`config.mk`:
```
export PLATFORM = sky130hd
export DESIGN_NAME = acr_regs
export DESIGN_NICKNAME = d
export VERILOG_FILES = /design/src/acr_pkg.sv /design/src/acr_regs.sv
export SDC_FILE = /design/constraint.sdc
export NUM_CORES = 1
export LEC_CHECK = 0
export CORE_AREA = 4 4 80 82
export DETAILED_ROUTE_END_ITERATION = 7
export DIE_AREA = 0 0 84 86
export DONT_BUFFER_PORTS = 1
export PLACE_DENSITY = 0.75
export SLEW_MARGIN = 20
export SYNTH_ARGS = -nofsm -noshare
export SYNTH_HDL_FRONTEND = slang
export SYNTH_SLANG_ARGS = --single-unit
export TNS_END_PERCENT = 30
```
`constraint.sdc`:
```
create_clock -name pclk -period 5.9 [get_ports pclk]
set_input_delay 1.18 -clock pclk [delete_from_list [all_inputs] [get_ports pclk]]
set_output_delay 1.18 -clock pclk [all_outputs]
set_load 0.005 [all_outputs]
```
`src/acr_pkg.sv`:
```
// Package: register map, field layout, reset values and decoded setting types
package acr_pkg;

  // Printed offsets are not byte addresses: they are register indices, shifted left two bits below
  localparam logic [7:0] IDX_ANALOG_GAIN = 8'h42;
  localparam logic [7:0] IDX_VOLUME = 8'h43;
  localparam logic [7:0] IDX_GAIN_TRIM = 8'h44;
  localparam logic [7:0] IDX_PHASE_TRIM = 8'h45;
  localparam logic [7:0] IDX_INPUT_SETUP = 8'h46;
  localparam int unsigned ADDR_W = 12;
  localparam logic [ADDR_W-1:0] ADDR_ANALOG_GAIN = {2'h0, IDX_ANALOG_GAIN, 2'h0};
  localparam logic [ADDR_W-1:0] ADDR_VOLUME = {2'h0, IDX_VOLUME, 2'h0};
  localparam logic [ADDR_W-1:0] ADDR_GAIN_TRIM = {2'h0, IDX_GAIN_TRIM, 2'h0};
  localparam logic [ADDR_W-1:0] ADDR_PHASE_TRIM = {2'h0, IDX_PHASE_TRIM, 2'h0};
  localparam logic [ADDR_W-1:0] ADDR_INPUT_SETUP = {2'h0, IDX_INPUT_SETUP, 2'h0};

  // Reset values
  localparam logic [7:0] RST_ANALOG_GAIN = 8'h00;
  localparam logic [7:0] RST_VOLUME = 8'hc9;
  localparam logic [7:0] RST_GAIN_TRIM = 8'h80;
  localparam logic [7:0] RST_PHASE_TRIM = 8'h00;
  localparam logic [7:0] RST_INPUT_SETUP = 8'h00;

  // Writable-bit masks; reserved bits are zero here
  localparam logic [7:0] MASK_ANALOG_GAIN = 8'hfc;
  localparam logic [7:0] MASK_VOLUME = 8'hff;
  localparam logic [7:0] MASK_GAIN_TRIM = 8'hf0;
  localparam logic [7:0] MASK_PHASE_TRIM = 8'hff;
  localparam logic [7:0] MASK_INPUT_SETUP = 8'hfd;

  // Field positions
  localparam int unsigned GAIN_LSB = 2;
  localparam int unsigned TRIM_LSB = 4;
  localparam int unsigned LINE_BIT = 7;
  localparam int unsigned SRC_LSB = 5;
  localparam int unsigned DC_BIT = 4;
  localparam int unsigned IMP_LSB = 2;
  localparam int unsigned ENH_BIT = 0;

  // Code points
  localparam logic [5:0] GAIN_MAX_CODE = 6'h2a;
  localparam logic [7:0] VOLUME_MUTE_CODE = 8'h00;
  localparam logic [7:0] VOLUME_UNITY_CODE = 8'hc9;
  localparam logic [3:0] TRIM_ZERO_CODE = 4'h8;

  typedef enum logic [1:0] {
    SRC_ANALOG_DIFF,
    SRC_ANALOG_SINGLE,
    SRC_DIGITAL_PDM,
    SRC_RESERVED
  } acr_source_e;

  // Channel-two settings as seen by the signal path
  typedef struct packed {
    logic [5:0] gain_db;
    logic gain_reserved;
    logic mute;
    logic signed [9:0] volume_half_db;
    logic signed [3:0] trim_tenth_db;
    logic [7:0] phase_delay_cycles;
    logic phase_delay_on;
  } acr_chan_b_s;

  // Channel-three input setup as seen by the front end
  typedef struct packed {
    logic line_select;
    acr_source_e source_select;
    logic dc_coupling;
    logic [1:0] impedance_select;
    logic impedance_reserved;
    logic enhancer_enable;
    logic dynamic_range_enhancer;
    logic automatic_gain_control;
  } acr_chan_c_s;

endpackage : acr_pkg

```
`src/acr_regs.sv`:
```
// Channel configuration register bank with APB slave and decoded outputs
//
// The APB register port was decided locally.
`timescale 1ns/10ps

module acr_regs
  import acr_pkg::*;
(
  input wire logic pclk,
  input wire logic presetn,
  input wire logic psel,
  input wire logic penable,
  input wire logic pwrite,
  input wire logic [ADDR_W-1:0] paddr,
  input wire logic [31:0] pwdata,
  input wire logic [3:0] pstrb,
  output logic [31:0] prdata,
  output logic pready,
  output logic pslverr,
  input wire logic automatic_gain_control_select,
  output acr_chan_b_s chan_b,
  output acr_chan_c_s chan_c
);

  // ----------------------------------------------------------------
  // Register storage
  // ----------------------------------------------------------------
  logic [7:0] chan_b_analog_gain;
  logic [7:0] chan_b_digital_volume;
  logic [7:0] chan_b_gain_trim;
  logic [7:0] chan_b_phase_trim;
  logic [7:0] chan_c_input_setup;
  logic access;
  logic wr_en;
  logic hit;
  logic [7:0] rd_val;

  function automatic logic addr_mapped(input logic [ADDR_W-1:0] a);
    addr_mapped = (a == ADDR_ANALOG_GAIN) || (a == ADDR_VOLUME) ||
                  (a == ADDR_GAIN_TRIM) || (a == ADDR_PHASE_TRIM) ||
                  (a == ADDR_INPUT_SETUP);
  endfunction : addr_mapped

  // Masking on write keeps reserved bits at zero forever
  function automatic logic [7:0] merge(input logic [7:0] old,
                                       input logic [7:0] mask);
    merge = pstrb[0] ? (pwdata[7:0] & mask) : old;
  endfunction : merge

  // Zero-wait slave: every access finishes in its first access cycle
  assign pready = 1'b1;
  assign access = psel && penable;
  assign hit = addr_mapped(paddr);
  assign wr_en = access && pwrite && hit;

  // ----------------------------------------------------------------
  // Writes
  // ----------------------------------------------------------------
  always_ff @(posedge pclk or negedge presetn) begin
    if (!presetn) begin
      chan_b_analog_gain <= RST_ANALOG_GAIN;
      chan_b_digital_volume <= RST_VOLUME;
      chan_b_gain_trim <= RST_GAIN_TRIM;
      chan_b_phase_trim <= RST_PHASE_TRIM;
      chan_c_input_setup <= RST_INPUT_SETUP;
    end else if (wr_en) begin
      case (paddr)
        ADDR_ANALOG_GAIN: begin
          chan_b_analog_gain <= merge(chan_b_analog_gain,
                                      MASK_ANALOG_GAIN);
        end
        ADDR_VOLUME: begin
          chan_b_digital_volume <= merge(chan_b_digital_volume,
                                         MASK_VOLUME);
        end
        ADDR_GAIN_TRIM: begin
          chan_b_gain_trim <= merge(chan_b_gain_trim,
                                    MASK_GAIN_TRIM);
        end
        ADDR_PHASE_TRIM: begin
          chan_b_phase_trim <= merge(chan_b_phase_trim,
                                     MASK_PHASE_TRIM);
        end
        ADDR_INPUT_SETUP: begin
          chan_c_input_setup <= merge(chan_c_input_setup,
                                      MASK_INPUT_SETUP);
        end
        default: begin
        end
      endcase
    end
  end

  // ----------------------------------------------------------------
  // Reads and error answer
  // ----------------------------------------------------------------
  always_comb begin
    case (paddr)
      ADDR_ANALOG_GAIN: rd_val = chan_b_analog_gain;
      ADDR_VOLUME: rd_val = chan_b_digital_volume;
      ADDR_GAIN_TRIM: rd_val = chan_b_gain_trim;
      ADDR_PHASE_TRIM: rd_val = chan_b_phase_trim;
      ADDR_INPUT_SETUP: rd_val = chan_c_input_setup;
      default: rd_val = 8'h00;
    endcase
  end

  // Unmapped addresses answer with an error and read zero
  assign pslverr = access && !hit;
  assign prdata = (access && !pwrite) ? {24'h000000, rd_val} : 32'h00000000;

  // ----------------------------------------------------------------
  // Decoded channel-two settings
  // ----------------------------------------------------------------
  logic [5:0] chan_b_gain_code;
  logic [3:0] chan_b_gain_trim_code;
  assign chan_b_gain_code = chan_b_analog_gain[GAIN_LSB +: 6];
  assign chan_b_gain_trim_code = chan_b_gain_trim[TRIM_LSB +: 4];

  always_ff @(posedge pclk or negedge presetn) begin
    if (!presetn) begin
      chan_b <= '0;
    end else begin
      chan_b.gain_db <= chan_b_gain_code;
      chan_b.gain_reserved <= chan_b_gain_code > GAIN_MAX_CODE;
      chan_b.mute <= chan_b_digital_volume == VOLUME_MUTE_CODE;
      // Signed half-dB steps from unity; mute code reports zero
      chan_b.volume_half_db <= (chan_b_digital_volume == VOLUME_MUTE_CODE)
        ? 10'sh000
        : $signed({2'h0, chan_b_digital_volume})
          - $signed({2'h0, VOLUME_UNITY_CODE});
      chan_b.trim_tenth_db <=
        $signed(chan_b_gain_trim_code - TRIM_ZERO_CODE);
      chan_b.phase_delay_cycles <= chan_b_phase_trim;
      chan_b.phase_delay_on <= chan_b_phase_trim != 8'h00;
    end
  end

  // ----------------------------------------------------------------
  // Decoded channel-three input setup
  // ----------------------------------------------------------------
  // The global enhancer or gain-control choice is a plain input
  always_ff @(posedge pclk or negedge presetn) begin
    if (!presetn) begin
      chan_c <= '0;
    end else begin
      chan_c.line_select <= chan_c_input_setup[LINE_BIT];
      chan_c.source_select <=
        acr_source_e'(chan_c_input_setup[SRC_LSB +: 2]);
      chan_c.dc_coupling <= chan_c_input_setup[DC_BIT];
      chan_c.impedance_select <= chan_c_input_setup[IMP_LSB +: 2];
      chan_c.impedance_reserved <= &chan_c_input_setup[IMP_LSB +: 2];
      chan_c.enhancer_enable <= chan_c_input_setup[ENH_BIT];
      chan_c.dynamic_range_enhancer <= chan_c_input_setup[ENH_BIT]
        && !automatic_gain_control_select;
      chan_c.automatic_gain_control <= chan_c_input_setup[ENH_BIT]
        && automatic_gain_control_select;
    end
  end
endmodule : acr_regs

```
==> Yosys cells after proc, flatten, opt, wreduce, memory -nomap -nowiden <==
Index checks and enable logic that the tools add are counted.
{ "op_classes": {"add_sub_neg": 2, "magnitude_cmp": 1, "eq_ne": 5, "mux": 3, "reduce_logical": 22} }
{ "ops": {"columns": ["cell", "count"], "rows": [
  ["== test 12 x 9 -> 1 bit, second input constant", 5],
  ["case mux 8 bit (5 select lines)", 1],
  ["AND reduction 3 bit", 5],
  ["2-to-1 mux 10 bit", 1],
  ["subtractor 8 x 8 -> 9 bit, second input constant", 1],
  ["logical NOT 8 bit", 1],
  ["2-to-1 mux 8 bit", 1],
  ["nonzero test 8 bit", 1],
  ["logical AND 1 bit", 7],
  ["greater-than comparator 6 bit, second input constant", 1],
  ["logical OR 1 bit", 4],
  ["subtractor 4 bit, second input constant", 1],
  ["logical NOT 1 bit", 3],
  ["AND reduction 2 bit", 1]
]} }
{ "totals": {"ff_bits": 74} }

==> Longest topological paths before layout <==
Gate-level depths: netlist (run 1).
{ "depth": {"depth_word": 7, "ltp_mapped": 6} }

==> Worst setup path after synthesis (run 1) <==
OpenSTA, ideal clock, no wires.
{ "synth_timing": {"path_type": "in2out", "start": "input paddr[9]", "end": "output prdata[0]", "arrival_ps": 2651, "required_ps": 4720, "path_slack_ps": 2069, "cell_stages": 4, "path_buffers": 0, "cell_sequence": "or4b_4 > nor4_1 > nand4_1 > a21oi_1"} }
{ "synth_via": {"elab_chain_cells": 3, "word_cells_on_any_way": 7, "cone_classes": "5 x eq/ne; 2 x mux"} }
{ "synth_rtl": {"columns": ["element", "line_no", "text"], "rows": [
  ["start: declaration", "acr_regs.sv:14", "input wire logic [ADDR_W-1:0] paddr,"],
  ["== test 12 x 9 -> 1 bit", "acr_regs.sv:98", "case (paddr)"],
  ["case mux 8 bit (5 select lines) (*)", "acr_regs.sv:98", null],
  ["2-to-1 mux 8 bit (*)", "acr_regs.sv:110", "assign prdata = (access && !pwrite) ? {24'h000000, rd_val} : 32'h00000000;"],
  ["end: declaration", "acr_regs.sv:17", "output logic [31:0] prdata,"]
]} }
Every way passes the cells marked *; elsewhere a longest branch is shown, timed or not.

==> Worst setup path after layout (run 1) <==
{ "layout_timing": {"start": "input paddr[9]", "end": "output prdata[6]"} }
Same word-level chain as after synthesis.

==> impl_results.md, run 1 <==
* Status: complete, no violations
* Synth Cell Area at 3063 µm²
* Net Sw Frac at 20.89%
* Clock share of power at 41.9%
* All-Layer GR Usage at 18.16%
* Int Pwr at 0.6980 mW
* CTS resizes at 0
* Share of the synthesized area in the top cell type at 55.56%
* Core ar. at 5746 µm²
* Path type of the worst setup path: input pin to primary output
* Fmax at 0.2319 GHz
* CTS root buf: clkbuf_8
* Inserted Clock Buffers at 9
* Avg Cell Area, Syn at 13.20 µm²
* Cells along the critical path: or4b_4 -> nor4_1 -> nand4_1 -> a21oi_1
* Sequential share of power at 56.8%
* Post-DP Area at 3014 µm²
* Layout cells sized above 1 at 28.03%
* Routability Congestion at 0.7802
* Cell accounting for the most synthesized area: dfrtp_1
* Critical Path Max Stage Delay at 550 ps
* Setup TNS at 0 ps
* Yosys cell types at 39
* Die area at 7224 µm²
* Combinational power share at 1.3%
* Layout area overhead at 4.698%
* Final Hold Viols at 0
* Post-CTS setup buffers at 0
* DP HPWL at 4414 µm
* Slew @ Worst Pin at 934.5 ps
* Hold WC Path Type: flip-flop to flip-flop
* CP startpoint kind: input pin
* Final period utilization at 73.08%
* Ys Warns at 0
* Worst Path Required at 4720 ps
* Initial antenna violation count at 0
* Max cap viols at 0
* Number of hold buffers added after CTS at 0
* Worst path top cell family by delay: simple AND/OR/NAND/NOR gates
* Num ports at 129
* Most common cell after layout, fill and taps aside: dfrtp_1
* Worst-Skew Late Latency at 340 ps
* PortBufs at 0
* First-pass GRT wire length at 9763 µm
* Total grt overflow at 0
* VDD IR max at 0.1333 mV
* Seq cells post-synth at 73
* Most frequent cells in the layout: dfrtp_1, mux2_2, conb_1
* Design Area, Final at 3207 µm²
* Clock Path Buffers at 2
* DRT Pass-1 Iters at 4
* Nets@finish at 289
* Clock Sinks at 73
* Met3 WL at 548 µm
* Relative slew slack at 36.82%
* Clock skew at 6.042 ps
* Final Max Tran Viols at 0
* Die Span Y at 86 µm
* Crit end category: primary output
* Critical path peak fanout at 8
* Crit path max-delay cell type: nor4_1
* Setup violators final at 0
* Pwr/cell area at 275.2 nW/µm²
* Starting DRT DRC Count at 45
* Clk slew on worst S/H paths at 70 ps
* Post-route ant nets at 0
* CTS H-tree depth at 3
* Pin count of the biggest net entering global routing at 74
* Initial Utilization at 53.31%
* Inserted Diodes at 0
* Switching power at 0.1844 mW
* Post-layout min period at 4312 ps
* Worst path bufs/invs at 0
* DR vias/cell at 5.420
* Metal-1 WL at 2341 µm
* Top cells by area, synth: dfrtp_1, mux2_2, buf_4
* DIE WIDTH at 84 µm
* Uppermost layer routed: met4
* LEAKAGE at 1.589 nW
* Critical path data arrival time at 3130 ps
* Final WL at 6195 µm
* Vias at 1702
* Vias in the first global route at 1812
* Sequential share of the synthesized area at 59.84%
* Cells after synthesis at 232
* # DRC at 0
* Unrepaired setup endpoints after global routing: no
* Metal2 WL at 3177 µm
* Average wire per standard cell at 19.73 µm
* Total power at 0.8824 mW
* CTS tree: done
* Rows at 28
==> final timing paths <==
path	from	to	slack [ps]	depth (start not counted)
max in group asynchronous	presetn	chan_b_digital_volume[6]	5190	0
worst max register to register	chan_b_digital_volume[1]	chan_b[16]	4220	5
worst min register to register	chan_b_gain_trim[6]	chan_b[11]	400	0
worst min-delay path	chan_b_gain_trim[6]	chan_b[11]	400	0
worst max-delay path	paddr[9]	prdata[6]	1590	4
min in group asynchronous	presetn	chan_b[23]	520	0
==> power by group through the flow <==
stage	Combinational, mW	Sequential (mW)	Clock, mW
floorplan	0.0236	0.511	0
global placement	0.0106	0.511	0
detailed placement	0.0107	0.511	0
CTS	0.0108	0.501	0.377
global route	0.0128	0.501	0.402
finish	0.0113	0.501	0.370
==> Yosys cell counts (all sizes together) <==
library cell	count
nand2	14
and3	1
xor2	1
o31a	1
xnor2	3
nor4	5
nor2b	2
or3b	2
a22oi	6
nor2	11
a32oi	2
mux2	42
a21o	1
nor3	1
nand4	1
nand4bb	1
ha	1
clkbuf	4
and2	3
dfrtp	68
nor4b	2
or4b	1
inv	4
o21ai	3
a21oi	9
buf	28
nand3	2
dfstp	5
nand2b	1
a31oi	2
and4	1
o21a	1
conb	2
and4b	1
==> per-layer routing <==
metal,vias up,global-route usage [%]
li1,767,-
met4,0,9.649
met5,-,0
met3,12,6.436
met1,847,20.21
met2,76,30.73
==> per-stage QoR <==
stage	instances	worst slack [ps]	hold slack [ps]	util (%)
finish	314	1588	399.4	55.81
global route	314	1455	416.2	55.81
CTS	314	1599	395.5	55.71
detailed placement	298	1604	378.9	52.46
global placement	298	1676	376.8	52.46
floorplan	255	2069	365.1	-
==> flip-flops by register name (all words and copies together) (netlist names) <==
signal,count
chan_c,10
chan_b,30
chan_b_phase_trim,8
chan_b_analog_gain,6
chan_c_input_setup,7
chan_b_digital_volume,8
chan_b_gain_trim,4
==> cells by family after synthesis <==
| family | count (synthesis) | share of synthesized area (%) |
|---|---|---|
| buf+inv | 36 | 7.965 |
| mux | 42 | 15.44 |
| fa+ha+maj | 1 | 0.4084 |
| other cells | 2 | 0.2452 |
| compound gates | 25 | 5.188 |
| flops | 73 | 59.84 |
| xor+xnor | 4 | 1.144 |
| simple gates | 49 | 9.764 |
==> layout make-up <==
type	count	area [µm²]
Clock buffer	10	127.6
Clock inverter	6	58.81
Fill cell	466	2539
Inverter	4	15.01
Multi-Input combinational cell	146	1079
Sequential cell	73	1833
Tap cell	75	93.84
(Power assumes the default switching activity.)
==> run 2: changes to the inputs <==
--- a/config.mk
+++ b/config.mk
@@ -9,7 +9,7 @@
 export DETAILED_ROUTE_END_ITERATION = 7
 export DIE_AREA = 0 0 84 86
 export DONT_BUFFER_PORTS = 1
-export PLACE_DENSITY = 0.75
+export PLACE_DENSITY = 0.78
 export SLEW_MARGIN = 20
 export SYNTH_ARGS = -nofsm -noshare
 export SYNTH_HDL_FRONTEND = slang
==> constraint.sdc (replaced) <==
create_clock -name pclk -period 3.9 [get_ports pclk]
set_input_delay 0.78 -clock pclk [delete_from_list [all_inputs] [get_ports pclk]]
set_output_delay 0.78 -clock pclk [all_outputs]
set_load 0.005 [all_outputs]
==> impl_results.md, run 2 (synthesized netlist as in run 1, its figures left out) <==
* Setup violators final at 0
* Clock Sinks at 73
* CTS root buf: clkbuf_8
* Initial Utilization at 53.31%
* DIE WIDTH at 84 µm
* Max cap viols at 0
* Die area at 7224 µm²
* Initial antenna violation count at 0
* Met1 GRT Util at 19.54%
* Pwr/cell area at 428.7 nW/µm²
* WP depth at 5
* Setup TNS at 0 ps
* Inserted Clock Buffers at 9
* Fill count at 491
* Fmax at 0.3207 GHz
* Path type of the worst setup path: input pin to primary output
* VDD IR max at 0.3038 mV
* M2 GR Usage at 28.71%
* Status: complete, no violations
* Critical Path Max Stage Delay at 520 ps
* Worst setup path startpoint: paddr[9]
* Clk slew on worst S/H paths at 70 ps
* # DRC at 0
* Worst path top cell family by delay: simple AND/OR/NAND/NOR gates
* Die Span Y at 86 µm
* Most frequent cells in the layout: dfrtp_1, mux2_2, conb_1
* Post-route ant nets at 0
* First-pass GRT wire length at 9473 µm
* CTS tree: done
* Worst Path Required at 3120 ps
* Layout area overhead at 5.760%
* Nets@finish at 291
* Relative slew slack at 43.32%
* Number of hold buffers added after CTS at 0
* DR vias/cell at 5.402
* Num ports at 129
* Total power at 1.389 mW
* Cells along the critical path: or4b_4 -> nor4_1 -> buf_4 -> nand4_1 -> a21oi_1
* Net Sw Frac at 18.98%
* Worst r2r src: chan_b_digital_volume[1]
* Core ar. at 5746 µm²
* Post-CTS setup buffers at 0
* Reg2reg setup slack at 2270 ps
* Layer with the highest usage: met2
* Final Hold Viols at 0
* Crit path max-delay cell type: or4b_4
* Vias in the first global route at 1778
* Cells on worst reg2reg path at 5
* Average wire per standard cell at 18.84 µm
* Clock Path Buffers at 2
* Hold WC Path Type: input pin to async pin
* LEAKAGE at 1.602 nW
* Slew @ Worst Pin at 848.0 ps
* Final period utilization at 79.96%
* CTS resizes at 0
* Layout cells sized above 1 at 27.39%
* Most common cell after layout, fill and taps aside: dfrtp_1
* Critical path data arrival time at 2340 ps
* RR Endpoint: chan_b[16]
* Unrepaired setup endpoints after global routing: no
* Routability Congestion at 0.8166
* Util after Layout at 56.38%
* DRT Pass-1 Iters at 4
* Starting DRT DRC Count at 45
* All-Layer GR Usage at 17.49%
* Critical path peak fanout at 8
* Final setup margin at 781.7 ps
* Worst-Skew Late Latency at 340 ps
* Biggest regs: chan_b x30, chan_c x10
* Int Pwr at 1.125 mW
* Inserted Diodes at 0
* CP startpoint kind: input pin
* Post-layout min period at 3118 ps
* Switching power at 0.2636 mW
* Max FFs per register at 30
* Final WL at 5954 µm
* Clock skew at 5.685 ps
* Most flops, register: chan_b
* DP HPWL at 4278 µm
* Dpl ws at 784.7 ps
* Combinational power share at 1.3%
* Crit end category: primary output
* PortBufs at 0
* Worst path bufs/invs at 1
* Rows at 28
* Vias at 1707
* CTS H-tree depth at 3
* Total grt overflow at 0
* Clock share of power at 44.1%
* Final Max Tran Viols at 0
* M3 GR Usage at 7.973%
* Sequential share of power at 54.6%
* Crit path capture: prdata[4]
* Pin count of the biggest net entering global routing at 74
==> run 2: changes by cell type in the layout (fill, tap and decap cells not counted), sizes merged <==
cell	previous run	this run
clkinv	5	1
buf	0	2
clkbuf	10	13
bufinv	1	2
==> run 2: layer usage <==
layer | wire (µm) | vias up
met5 | 0 | -
met4 | 123 | 0
met3 | 498 | 11
met2 | 3018 | 75
met1 | 2313 | 855
li1 | - | 766
==> run 2: worst min-delay path by stage <==
stage,from,endpoint,slack [ps],cells after the start
4_1_cts,presetn,chan_b[23],120,0
2_1_floorplan,chan_b_gain_trim[5],chan_b[10],370,0
3_5_place_dp,chan_b_gain_trim[5],chan_b[10],390,0
3_3_place_gp,chan_b_gain_trim[5],chan_b[10],380,0
6_report,presetn,chan_c[3],130,0
5_1_grt,presetn,chan_b[23],100,0
==> run 2: stage by stage <==
step	std cells	hold WS (ps)	cell area, µm²
after floorplan	255	365.1	3149
after CTS	316	119.7	3233
after global placement	300	380.6	3029
after global routing	316	102.9	3239
final	316	128.9	3239
after detailed placement	300	385.5	3029
==> run 2: power groups by stage <==
stage | Sequential, mW | Combinational (mW) | Clock (mW)
6_report | 0.759 | 0.0175 | 0.613
5_1_grt | 0.758 | 0.0200 | 0.661
4_1_cts | 0.759 | 0.0167 | 0.625
3_5_place_dp | 0.773 | 0.0167 | 0
3_3_place_gp | 0.773 | 0.0166 | 0
2_1_floorplan | 0.773 | 0.0357 | 0
==> run 2: cell type report <==
type	count	area [µm²]	share of cell area [%]
flip-flops and latches	73	1833	56.59
multi-input cells	146	1079	33.29
repair buffers	2	15.01	0.4635
clock buffers	13	138.9	4.287
well taps	75	93.84	2.897
inverters	4	15.01	0.4635
clock inverters	3	65.06	2.008
